$ cat src/include/emp_regs.svh
// constants for the external memory port pin logic
`ifndef EMP_REGS_SVH
`define EMP_REGS_SVH

// ==========================================================
// bus widths
`define EMP_ADDR_W        18
`define EMP_DATA_W        24
`define EMP_ATTR_W        4

// ==========================================================
// access timing and clock limits
`define EMP_ACC_CYCLES    4'h4
`define EMP_ACC_LAST      (`EMP_ACC_CYCLES - 4'h1)
`define EMP_CORE_MHZ      16'h00FA
`define EMP_BUS_CLOCK_OUT_MAX_MHZ 16'h0064
`define EMP_ATTR_IDLE     4'h0

`endif

$ cat src/include/emp_pkg.sv
// types shared by the external memory port pin logic
package emp_pkg;

    // ======================================================
    // bus ownership state
    typedef enum logic [1:0] {
        ST_RELEASED,
        ST_OWNED,
        ST_ACCESS,
        ST_LOWPOWER
    } emp_state_t;

endpackage

$ cat src/hw/emp_clkgen.sv
// bus clock output generator
`timescale 1ns/1ps
module emp_clkgen (
    input  wire logic sys_clk,
    input  wire logic rst_sync_n,
    input  wire logic ext_clk_s,
    input  wire logic pll_en,
    input  wire logic mult_one,
    input  wire logic div_one,
    output logic      clk_out,
    output logic      clk_rise
);

    logic clk_ff;
    logic clk_d_ff;
    logic ext_d_ff;
    logic ext_rise;
    logic nxt_clk;

    assign ext_rise = ext_clk_s & ~ext_d_ff;

    // ==========================================================
    // next clock level
    always_comb begin
        nxt_clk = clk_ff;
        if (!pll_en) begin
            if (ext_rise) begin
                nxt_clk = ~clk_ff;
            end
        end else if (mult_one && div_one && ext_rise) begin
            nxt_clk = 1'b1;
        end else begin
            nxt_clk = ~clk_ff;
        end
    end

    // clock and edge history
    always_ff @(posedge sys_clk or negedge rst_sync_n) begin
        if (!rst_sync_n) begin
            clk_ff   <= 1'b0;
            clk_d_ff <= 1'b0;
            ext_d_ff <= 1'b1;    // no false rise straight out of reset
        end else begin
            clk_ff   <= nxt_clk;
            clk_d_ff <= clk_ff;
            ext_d_ff <= ext_clk_s;
        end
    end

    assign clk_out  = clk_ff;
    assign clk_rise = clk_ff & ~clk_d_ff;

endmodule

$ cat src/hw/emp_port.sv
// external memory expansion port pin logic
`timescale 1ns/1ps
`include "emp_regs.svh"
module emp_port (
    input  wire logic                   sys_clk,
    input  wire logic                   rst_n,
    input  wire logic                   ext_clock_in,
    input  wire logic                   pll_init_pin,
    input  wire logic                   pll_mult_one,
    input  wire logic                   pll_div_one,
    input  wire logic                   async_arb_enable,
    input  wire logic                   lp_req,
    input  wire logic                   bus_grant_n,
    input  wire logic                   acc_req,
    input  wire logic                   acc_write,
    input  wire logic [`EMP_ADDR_W-1:0] acc_addr,
    input  wire logic [`EMP_DATA_W-1:0] acc_wdata,
    input  wire logic [`EMP_ATTR_W-1:0] acc_attr,
    output logic                        acc_ack,
    output logic      [`EMP_DATA_W-1:0] acc_rdata,
    output logic                        bus_master,
    output logic                        bus_clock_out,
    output logic                        bus_clock_out_usable,
    output logic                        pll_enable_bit,
    output logic      [`EMP_ADDR_W-1:0] addr_o,
    output logic                        addr_oe,
    input  wire logic [`EMP_DATA_W-1:0] data_i,
    output logic      [`EMP_DATA_W-1:0] data_o,
    output logic                        data_oe,
    output logic                        keeper_en,
    output logic      [`EMP_ATTR_W-1:0] addr_attr_o,
    output logic                        addr_attr_oe,
    output logic                        rd_n_o,
    output logic                        rd_n_oe,
    output logic                        wr_n_o,
    output logic                        wr_n_oe,
    output logic                        bus_busy_n_o,
    output logic                        bus_busy_n_oe
);

    // ==========================================================
    // declarations
    logic                   rst_meta_ff;
    logic                   rst_sync_ff;
    logic                   ext_clk_s;
    logic                   pll_init_s;
    logic                   grant_n_s;
    logic [`EMP_DATA_W-1:0] data_s;
    logic                   clk_rise;
    logic                   pll_en_ff;
    logic                   async_arb_ff;
    logic                   grant_sample;
    logic                   grant_seen;
    logic                   grant_lost;
    emp_pkg::emp_state_t    state_ff;
    emp_pkg::emp_state_t    nxt_state;
    logic [3:0]             cnt_ff;
    logic [`EMP_ADDR_W-1:0] addr_ff;
    logic [`EMP_DATA_W-1:0] wdata_ff;
    logic [`EMP_ATTR_W-1:0] attr_ff;
    logic                   write_ff;
    logic [`EMP_DATA_W-1:0] rdata_ff;
    logic                   ack_ff;
    logic                   last_out_ff;
    logic                   master;
    logic                   in_access;
    logic                   acc_start;
    logic                   acc_end;

    // ==========================================================
    // reset release through two flip-flops
    always_ff @(posedge sys_clk or negedge rst_n) begin
        if (!rst_n) begin
            rst_meta_ff <= 1'b0;
            rst_sync_ff <= 1'b0;
        end else begin
            rst_meta_ff <= 1'b1;
            rst_sync_ff <= rst_meta_ff;
        end
    end

    // ==========================================================
    // pin input synchronisers
    emp_sync #(
        .W (3)
    ) u_sync_ctl (
        .sys_clk (sys_clk),
        .din     ({ext_clock_in, pll_init_pin, bus_grant_n}),
        .dout    ({ext_clk_s, pll_init_s, grant_n_s})
    );

    emp_sync #(
        .W (`EMP_DATA_W)
    ) u_sync_data (
        .sys_clk (sys_clk),
        .din     (data_i),
        .dout    (data_s)
    );

    // ==========================================================
    // pll enable strap, captured while reset is held
    always_ff @(posedge sys_clk) begin
        if (!rst_sync_ff) begin
            pll_en_ff <= pll_init_s;
        end
    end

    assign pll_enable_bit = pll_en_ff;

    // ==========================================================
    // bus clock output
    emp_clkgen u_clkgen (
        .sys_clk    (sys_clk),
        .rst_sync_n (rst_sync_ff),
        .ext_clk_s  (ext_clk_s),
        .pll_en     (pll_en_ff),
        .mult_one   (pll_mult_one),
        .div_one    (pll_div_one),
        .clk_out    (bus_clock_out),
        .clk_rise   (clk_rise)
    );

    // clock output is only usable at or below the limit
    assign bus_clock_out_usable = (`EMP_CORE_MHZ <= `EMP_BUS_CLOCK_OUT_MAX_MHZ);

    // ==========================================================
    // arbitration mode register
    always_ff @(posedge sys_clk or negedge rst_sync_ff) begin
        if (!rst_sync_ff) begin
            async_arb_ff <= 1'b0;
        end else begin
            async_arb_ff <= async_arb_enable;
        end
    end

    // grant sampled at clock output rising edges unless async arbitration is on
    assign grant_sample = async_arb_ff | clk_rise;
    assign grant_seen   = grant_sample & ~grant_n_s;
    assign grant_lost   = grant_sample & grant_n_s;

    // ==========================================================
    // ownership state machine
    assign acc_start = (state_ff == emp_pkg::ST_OWNED) && !lp_req && !grant_lost && acc_req;
    assign acc_end   = (state_ff == emp_pkg::ST_ACCESS) && !lp_req
                       && (cnt_ff == `EMP_ACC_LAST);

    always_comb begin
        nxt_state = state_ff;
        unique case (state_ff)
            emp_pkg::ST_RELEASED: begin
                if (lp_req) begin
                    nxt_state = emp_pkg::ST_LOWPOWER;
                end else if (grant_seen) begin
                    nxt_state = emp_pkg::ST_OWNED;
                end
            end
            emp_pkg::ST_OWNED: begin
                if (lp_req) begin
                    nxt_state = emp_pkg::ST_LOWPOWER;
                end else if (grant_lost) begin
                    nxt_state = emp_pkg::ST_RELEASED;
                end else if (acc_req) begin
                    nxt_state = emp_pkg::ST_ACCESS;
                end
            end
            emp_pkg::ST_ACCESS: begin
                if (lp_req) begin
                    nxt_state = emp_pkg::ST_LOWPOWER;
                end else if (acc_end) begin
                    nxt_state = emp_pkg::ST_OWNED;
                end
            end
            emp_pkg::ST_LOWPOWER: begin
                if (!lp_req) begin
                    nxt_state = emp_pkg::ST_RELEASED;
                end
            end
        endcase
    end

    // state register
    always_ff @(posedge sys_clk or negedge rst_sync_ff) begin
        if (!rst_sync_ff) begin
            state_ff <= emp_pkg::ST_RELEASED;
        end else begin
            state_ff <= nxt_state;
        end
    end

    // access cycle counter
    always_ff @(posedge sys_clk or negedge rst_sync_ff) begin
        if (!rst_sync_ff) begin
            cnt_ff <= 4'h0;
        end else if (acc_start) begin
            cnt_ff <= 4'h0;
        end else if (state_ff == emp_pkg::ST_ACCESS) begin
            cnt_ff <= cnt_ff + 4'h1;
        end
    end

    // ==========================================================
    // address, write data and attribute hold registers
    always_ff @(posedge sys_clk or negedge rst_sync_ff) begin
        if (!rst_sync_ff) begin
            addr_ff  <= '0;
            wdata_ff <= '0;
            attr_ff  <= `EMP_ATTR_IDLE;
            write_ff <= 1'b0;
        end else if (acc_start) begin
            addr_ff  <= acc_addr;
            attr_ff  <= acc_attr;
            write_ff <= acc_write;
            if (acc_write) begin
                wdata_ff <= acc_wdata;
            end
        end else if (acc_end) begin
            attr_ff <= `EMP_ATTR_IDLE;
        end
    end

    // read capture and completion pulse
    always_ff @(posedge sys_clk or negedge rst_sync_ff) begin
        if (!rst_sync_ff) begin
            rdata_ff <= '0;
            ack_ff   <= 1'b0;
        end else begin
            ack_ff <= acc_end;
            if (acc_end && !write_ff) begin
                rdata_ff <= data_s;
            end
        end
    end

    assign acc_ack   = ack_ff;
    assign acc_rdata = rdata_ff;

    // ==========================================================
    // keeper tracking: last data state was output or input
    always_ff @(posedge sys_clk or negedge rst_sync_ff) begin
        if (!rst_sync_ff) begin
            last_out_ff <= 1'b0;
        end else if (data_oe) begin
            last_out_ff <= 1'b1;
        end else if (in_access && !write_ff) begin
            last_out_ff <= 1'b0;
        end
    end

    assign keeper_en = last_out_ff & ~data_oe;

    // ==========================================================
    // pin drivers
    assign master     = (state_ff == emp_pkg::ST_OWNED) || (state_ff == emp_pkg::ST_ACCESS);
    assign in_access  = (state_ff == emp_pkg::ST_ACCESS);
    assign bus_master = master;

    assign addr_o  = addr_ff;
    assign addr_oe = master;
    assign data_o  = wdata_ff;
    assign data_oe = in_access & write_ff;

    assign addr_attr_o  = attr_ff;
    assign addr_attr_oe = master;
    assign rd_n_o       = ~(in_access & ~write_ff);
    assign rd_n_oe      = master;
    assign wr_n_o       = ~(in_access & write_ff);
    assign wr_n_oe      = master;
    assign bus_busy_n_o  = ~master;
    assign bus_busy_n_oe = master;

endmodule

$ cat src/hw/emp_sync.sv
// two flip-flop synchroniser for pin inputs
`timescale 1ns/1ps
module emp_sync #(
    parameter int W = 1
) (
    input  wire logic         sys_clk,
    input  wire logic [W-1:0] din,
    output logic      [W-1:0] dout
);

    logic [W-1:0] meta_ff;
    logic [W-1:0] sync_ff;

    // ==========================================================
    // synchroniser chain, first stage feeds only the second
    always_ff @(posedge sys_clk) begin
        meta_ff <= din;
        sync_ff <= meta_ff;
    end

    assign dout = sync_ff;

endmodule

$ cat config.mk
export PLATFORM = sky130hd
export DESIGN_NAME = emp_port
export DESIGN_NICKNAME = d
export VERILOG_FILES = /design/src/include/emp_pkg.sv /design/src/hw/emp_clkgen.sv /design/src/hw/emp_port.sv /design/src/hw/emp_sync.sv
export VERILOG_INCLUDE_DIRS = /design/src /design/src/include
export SDC_FILE = /design/constraint.sdc
export NUM_CORES = 1
export LEC_CHECK = 0
export BUFFER_PORTS_ARGS = -buffer_cell sky130_fd_sc_hd__clkbuf_2
export CORE_MARGIN = 2
export CORE_UTILIZATION = 40
export CTS_BUF_LIST = sky130_fd_sc_hd__clkbuf_4
export CTS_CLUSTER_DIAMETER = 50
export DETAILED_ROUTE_END_ITERATION = 8
export GPL_TIMING_DRIVEN = 0
export HOLD_SLACK_MARGIN = 0.1
export PLACE_DENSITY = 0.68
export SKIP_LAST_GASP = 1
export SLEW_MARGIN = 30
export SYNTH_ARGS = -nofsm -noshare
export SYNTH_HDL_FRONTEND = slang
export SYNTH_SLANG_ARGS = --single-unit
$ cat constraint.sdc
create_clock -name sys_clk -period 7.4 [get_ports sys_clk]
set_clock_uncertainty 0.05 [all_clocks]
set_input_delay 0.74 -clock sys_clk [delete_from_list [all_inputs] [get_ports sys_clk]]
set_output_delay 0.74 -clock sys_clk [all_outputs]
set_load 0.05 [all_outputs]
==> metrics.md, run 1 <==
| Metric | Value |
|---|---|
| Setup violators final | `0` |
| Outcome | `finished, final reports clean` |
| Vias in the first global route | `2,974` |
| Share of layout cells above drive strength 1 | `0.584` |
| First-pass GRT wire length | `14,700 um` |
| Number of unique standard cell types used by synthesis | `38` |
| HP Class | `in -> reg` |
| Power Total | `2.94 mW` |
| Critical Path Source | `state_ff[0]$_DFFE_PN0P_` |
| Ports | `166` |
| Worst path required time | `6610 ps` |
| Die span in x | `112 um` |
| CTS tree | `yes` |
| Sequential fraction of the synthesis area | `0.695` |
| Synth warn | `0` |
| CTS H-tree lvls | `4` |
| Placed insts | `600` |
| Drt first pass iters | `4` |
| Comb power frac | `0.467` |
| Final Max Tran Viols | `0` |
| Non-Filler Instances | `633` |
| Nets | `564` |
| Starting Density | `0.410` |
| Setup crit end kind | `output pin` |
| Setup CP Type | `reg -> out` |
| HP Start | `data_i[12]` |
| Fin Hold WS | `263 ps` |
| Fin crit share | `0.365` |
| Asr flop ratio synth | `0.607` |
| CP startpoint kind | `flip-flop` |
| Slew headroom | `0.618` |
| Drt total wl | `8830 um` |
| Post-Syn Area per Cell | `16.0 um^2` |
| List of most frequent post-synthesis cells | `dfrtp_1, dfxtp_1, mux2_2, mux2_4, inv_1` |
| Pleak | `3.13 nW` |
| Die Footprint | `12,500 um^2` |
| Net switching power | `1.38 mW` |
| FF+latch count, synth | `140` |
| Antenna diodes | `0` |
| Clock Power Share | `0.165` |
| Area grow syn2layout | `28.5%` |
| Hold Fails Final Rpt | `0` |
| Pwr dens | `491 nW/um^2` |
| DRC | `0` |
| Clock sinks | `140` |
| RR Startpoint | `state_ff[0]$_DFFE_PN0P_` |
| Cell taking the most area after synthesis | `dfrtp_1` |
| Syn Inst Count | `292` |
| Worst-path maximum fanout | `7` |
| I/O Buffers | `164` |
| Cell with the most instances after synthesis | `dfrtp_1` |
| Max VDD drop | `0.000351 V` |
| Measured slew at the worst slew-check pin | `573 ps` |
| GR Util All Layers | `0.152` |
| Initial antenna violation count | `0` |
| Clock root buffer | `clkbuf_4` |
| Clk buf depth | `2` |
| CTS Buf Count | `17` |
| Final setup TNS | `0 ps` |
| Seq pwr share | `0.368` |
| Number of synthesized flops with an enable pin | `1` |
| Grt ovf | `0` |
| Core Rows | `39` |
| Tmin final | `2700 ps` |
| Most common flop cell mapped by yosys | `dfrtp_1` |
| Clock slew at reported path FFs | `120 ps` |
| Highest clock rate | `0.370 GHz` |
| Synth top area cells | `dfrtp_1, dfxtp_1, mux2_2` |
| Core Footprint | `11,400 um^2` |
| Number of DRC markers in iteration 0 | `66` |
| Arrival time at the worst endpoint | `1910 ps` |
| Syn nets | `379` |
| Net Sw Frac | `0.468` |
| RSZ-0062 raised after global routing | `false` |
| Top cell type's share of synthesized area | `0.451` |
| Vias per cell | `4.45` |
| Final RePlAce weighted congestion | `0.716` |
| Chip height | `112 um` |
| Pin count of the biggest net entering global routing | `46` |
| Via count | `2,814` |
| Int Power | `1.56 mW` |
| Mapped cell area | `4660 um^2` |
| Maxcap violations | `0` |
| Post-DP HPWL | `6510 um` |
| WL/cell | `13.9 um` |
| Worst-skew pair later-pin latency | `520 ps` |
| Antenna Violating Nets Remaining | `0` |
==> worst paths after layout <==
path	end	slack, ps	depth (start not counted)
min in group asynchronous	acc_rdata[5]$_DFFE_PN0P_	280	0
hold / removal	u_sync_data.meta_ff[12]$_DFF_P_	260	1
hold reg to reg	u_clkgen.ext_d_ff$_DFF_PN1_	270	0
setup / recovery	keeper_en	4700	6
max in group asynchronous	data_o[15]$_DFFE_PN0P_	6400	1
setup reg to reg	acc_rdata[8]$_DFFE_PN0P_	5250	8
==> area by class of cell <==
| type | count | area (um^2) |
|---|---|---|
| plain buffers | 13 | 104 |
| clock buffers | 19 | 143 |
| clock inverters | 13 | 145 |
| fillers | 991 | 5380 |
| inverters | 10 | 37.5 |
| multi-input cells | 129 | 1280 |
| flip-flops and latches | 140 | 3240 |
| well taps | 143 | 179 |
| repair buffers | 166 | 858 |
==> registers in the layout, indices dropped and copies added, names as in the netlist <==
name / cells
addr_attr_o: 4
last_out_ff: 1
pll_enable_bit: 1
u_clkgen.clk_out: 1
write_ff: 1
u_clkgen.clk_d_ff: 1
rst_meta_ff: 1
async_arb_ff: 1
state_ff: 2
u_sync_data.dout: 24
u_clkgen.ext_d_ff: 1
rst_sync_ff: 1
u_sync_ctl.dout: 3
acc_rdata: 24
data_o: 24
addr_o: 18
u_sync_ctl.meta_ff: 3
cnt_ff: 4
u_sync_data.meta_ff: 24
acc_ack: 1
==> worst max-delay path: stages (launching register included) <==
cell and delay [ps]:
dfrtp_1 430, inv_1 130, ha_1 150, buf_2 180, nand2_1 110, and2_1 160
clkbuf_2 230
==> layout by cell type, fill, tap and decap left out, drive strengths merged <==
master       count
a311o            1
mux2i            1
dfrtp           84
nor4b            1
dlygate4sd3      1
xor2             2
clkinvlp         2
dfstp            1
dfxtp           54
xnor2            1
conb             2
edfxtp           1
mux2            68
nor2b            3
and3             1
nor2             7
a21oi            3
ha               6
o21ai            8
nor3b            2
nand2           10
nand3            5
nand2b           2
bufinv           2
clkinv           8
inv             11
buf             14
clkbuf         183
nor3             2
a2111oi          1
nand4            1
and2             2
==> per-layer routing <==
layer,vias to the layer above,routed length (um),global-route usage
met5,-,0,0
met2,106,4410,0.243
met4,0,35,0.0568
met3,2,706,0.0729
met1,1352,3680,0.180
li1,1354,-,-
==> repair_timing <==
item / 4_1_cts / 5_1_grt
endpoints found under the setup margin: 0 / 0
gates resized for setup: 0 / 0
setup buffers: 0 / 0
hold buffers: 1 / 0
hold endpoints to repair: 2 / 0
==> power by group through the flow <==
stage	clock, mW	sequential, mW	combinational [mW]
2_1_floorplan	0	1.67	0.499
3_3_place_gp	0	1.09	1.36
3_5_place_dp	0	1.10	1.38
4_1_cts	0.508	1.09	1.39
5_1_grt	0.541	1.11	1.43
6_report	0.484	1.08	1.37
==> per-stage QoR <==
stage                     utilization  area (um^2)  worst slack [ps]
after floorplan                     -         4660              4790
after global routing            0.527         5990              4530
final                           0.527         5990              4700
after global placement          0.498         5660              3680
after detailed placement        0.500         5690              5110
after CTS                       0.527         5990              4610
==> logic make-up (layout without fill, tap and decap cells) <==
group	count (synthesis)	count (layout)	synth area share
buffers and inverters	23	221	0.0304
DFF	140	140	0.695
AOI/OAI and AO/OA	13	13	0.0183
and+or+nand+nor	36	36	0.0508
adders and majority gates	6	6	0.0161
other	2	2	0.00161
muxes	69	69	0.182
xor gates and xnor gates	3	3	0.00564
(Power assumes the default switching activity.)
==> inputs of run 2 (changes only) <==
==> constraint.sdc (replaced) <==
create_clock -name sys_clk -period 2.6 [get_ports sys_clk]
set_clock_uncertainty 0.05 [all_clocks]
set_input_delay 0.26 -clock sys_clk [delete_from_list [all_inputs] [get_ports sys_clk]]
set_output_delay 0.26 -clock sys_clk [all_outputs]
set_load 0.05 [all_outputs]
==> run 2 against run 1 <==
Critical path depth increased by 1. Sequential share of layout area is 6.9 points lower. Sequential cell count unchanged. Wire length is 10% higher. Sequential power grew to 2.9 times the previous value. Combinational power rose to 3.0 times the previous value. Largest power group unchanged. Global-route usage increased by 1.7 points. Register-to-register slack worse by 5000 ps.
==> metrics.md, run 2 (same netlist as run 1, synthesis figures left out) <==
| Metric | Value |
|---|---|
| Clock sinks | `140` |
| Fin crit share | `0.915` |
| Clock root buffer | `clkbuf_4` |
| Nets | `650` |
| Highest clock rate | `0.420 GHz` |
| Grt ovf | `0` |
| Maxcap violations | `0` |
| Setup violators final | `0` |
| Area of the multi-input gates | `1280 um^2` |
| Via count | `3,162` |
| Clock slew at reported path FFs | `130 ps` |
| Core Footprint | `11,400 um^2` |
| RSZ-0062 raised after global routing | `false` |
| Antenna diodes | `0` |
| Starting Density | `0.410` |
| Worst Hold Path EP | `addr_attr_o[1]$_DFFE_PN0P_` |
| Post-CTS Setup Bufs | `0` |
| Die span in x | `112 um` |
| # fillers | `868` |
| Core Rows | `39` |
| Post-DP HPWL | `6390 um` |
| CTS Buf Count | `17` |
| RR Startpoint | `state_ff[1]$_DFFE_PN0P_` |
| GR Util All Layers | `0.169` |
| Pwr dens | `1250 nW/um^2` |
| HP Class | `in -> reg` |
| GR Util met1 | `0.188` |
| Worst r2r dst | `data_o[3]$_DFFE_PN0P_` |
| Tmin final | `2380 ps` |
| PostCTS Resize Cnt | `0` |
| Worst-skew pair later-pin latency | `540 ps` |
| Arrival time at the worst endpoint | `2750 ps` |
| Worst-path maximum fanout | `7` |
| Vias per cell | `4.40` |
| Outcome | `finished, final reports clean` |
| Share of layout cells above drive strength 1 | `0.497` |
| CTS tree | `yes` |
| DRC | `0` |
| R2R depth | `7` |
| Placed insts | `600` |
| CP startpoint kind | `flip-flop` |
| Pin count of the biggest net entering global routing | `46` |
| Register-to-register setup slack | `220 ps` |
| Hold path cells | `5` |
| Drt first pass iters | `4` |
| Non-Filler Instances | `719` |
| Register area | `3240 um^2` |
| Max VDD drop | `0.000808 V` |
| Setup CP Type | `reg -> reg` |
| Cell Area, Placed | `5690 um^2` |
| Initial antenna violation count | `0` |
| WL/cell | `13.5 um` |
| Measured slew at the worst slew-check pin | `544 ps` |
| Number of DRC markers in iteration 0 | `142` |
| Vias in the first global route | `3,514` |
| Final RePlAce weighted congestion | `0.764` |
| Top Usage Layer GRT | `met2` |
| Pleak | `3.49 nW` |
| Slew headroom | `0.637` |
| Fin area | `6860 um^2` |
| Ports | `166` |
| Hold Fails Final Rpt | `0` |
| Final Max Tran Viols | `0` |
| Die Footprint | `12,500 um^2` |
| Most common cell after layout, fill and taps aside | `clkbuf_2` |
| Antenna Violating Nets Remaining | `0` |
| HP Start | `acc_req` |
| Global routing usage on met2 | `0.291` |
| Final setup TNS | `0 ps` |
| CTS H-tree lvls | `4` |
| First-pass GRT wire length | `16,500 um` |
| Chip height | `112 um` |
| Worst path required time | `2980 ps` |
| Commonest cells after routing, fill and taps aside | `clkbuf_2, dlygate4sd3_1, dfrtp_1` |
| Clk buf depth | `2` |
| Drt total wl | `9720 um` |
| Area grow syn2layout | `47.3%` |
| GRT met3 Usage | `0.0686` |
| Setup crit end kind | `flip-flop` |
| I/O Buffers | `164` |
-- run 2: changes by cell type in the layout (fill, tap and decap cells not counted) --
cell	delta
clkinv_8	+2
clkbuf_4	-2
clkinvlp_4	-2
inv_8	+2
clkinv_2	-3
bufinv_16	-1
clkinv_4	-2
inv_6	+6
dlygate4sd3_1	+86
-- run 2: final cells by class --
cell class / instances / share of cell area
flip-flops and latches: 140 / 0.473
well taps: 143 / 0.0261
clock buffers: 17 / 0.0186
inverters: 10 / 0.00547
multi-input cells: 129 / 0.186
clock inverters: 15 / 0.0255
plain buffers: 13 / 0.0151
repair buffers: 252 / 0.251
-- run 2: where the power goes --
group	internal [mW]	switching [mW]	total, mW
sequential	2.74	0.344	3.09
clock	0.531	0.890	1.42
combinational	1.23	2.83	4.06
-- run 2: what timing repair did --
| item | 4_1_cts | 5_1_grt |
|---|---|---|
| setup endpoints to repair | 0 | 2 |
| hold buffers | 87 | 0 |
| endpoints found under the hold margin | 78 | 0 |
-- run 2: worst max-delay path, cell delays in order, from the launching register on --
cell,delay (ps)
dfrtp_1,450
inv_1,130
ha_1,180
inv_1,90
nor3_4,360
nand3_4,180
mux2_2,300
dlygate4sd3_1,550
-- run 2: worst max path at each step --
stage,to,slack [ps],startpoint
global placement,pll_enable_bit$_DFFE_PN_,420,rst_sync_ff$_DFF_PN0_
finish,data_o[3]$_DFFE_PN0P_,220,state_ff[1]$_DFFE_PN0P_
floorplan,last_out_ff$_DFFE_PN0P_,580,state_ff[0]$_DFFE_PN0P_
CTS,data_o[3]$_DFFE_PN0P_,150,state_ff[1]$_DFFE_PN0P_
detailed placement,acc_rdata[10]$_DFFE_PN0P_,430,state_ff[0]$_DFFE_PN0P_
global route,data_o[1]$_DFFE_PN0P_,40,state_ff[1]$_DFFE_PN0P_
-- run 2: stage by stage --
step	power (mW)	hold slack [ps]	worst slack (ps)	util
after floorplan	6.17	-85.6	576	-
after global placement	6.97	-3.58	418	0.498
after detailed placement	7.06	-0.951	432	0.500
after CTS	8.66	122	150	0.604
after global routing	9.02	139	38.8	0.604
final	8.57	164	221	0.604
-- run 2: metal layers --
metal  up-vias  part of all wire
li1       1524                 -
met1      1515              0.40
met2       108              0.52
met3        15             0.066
met4         0             0.017
met5         -                 0
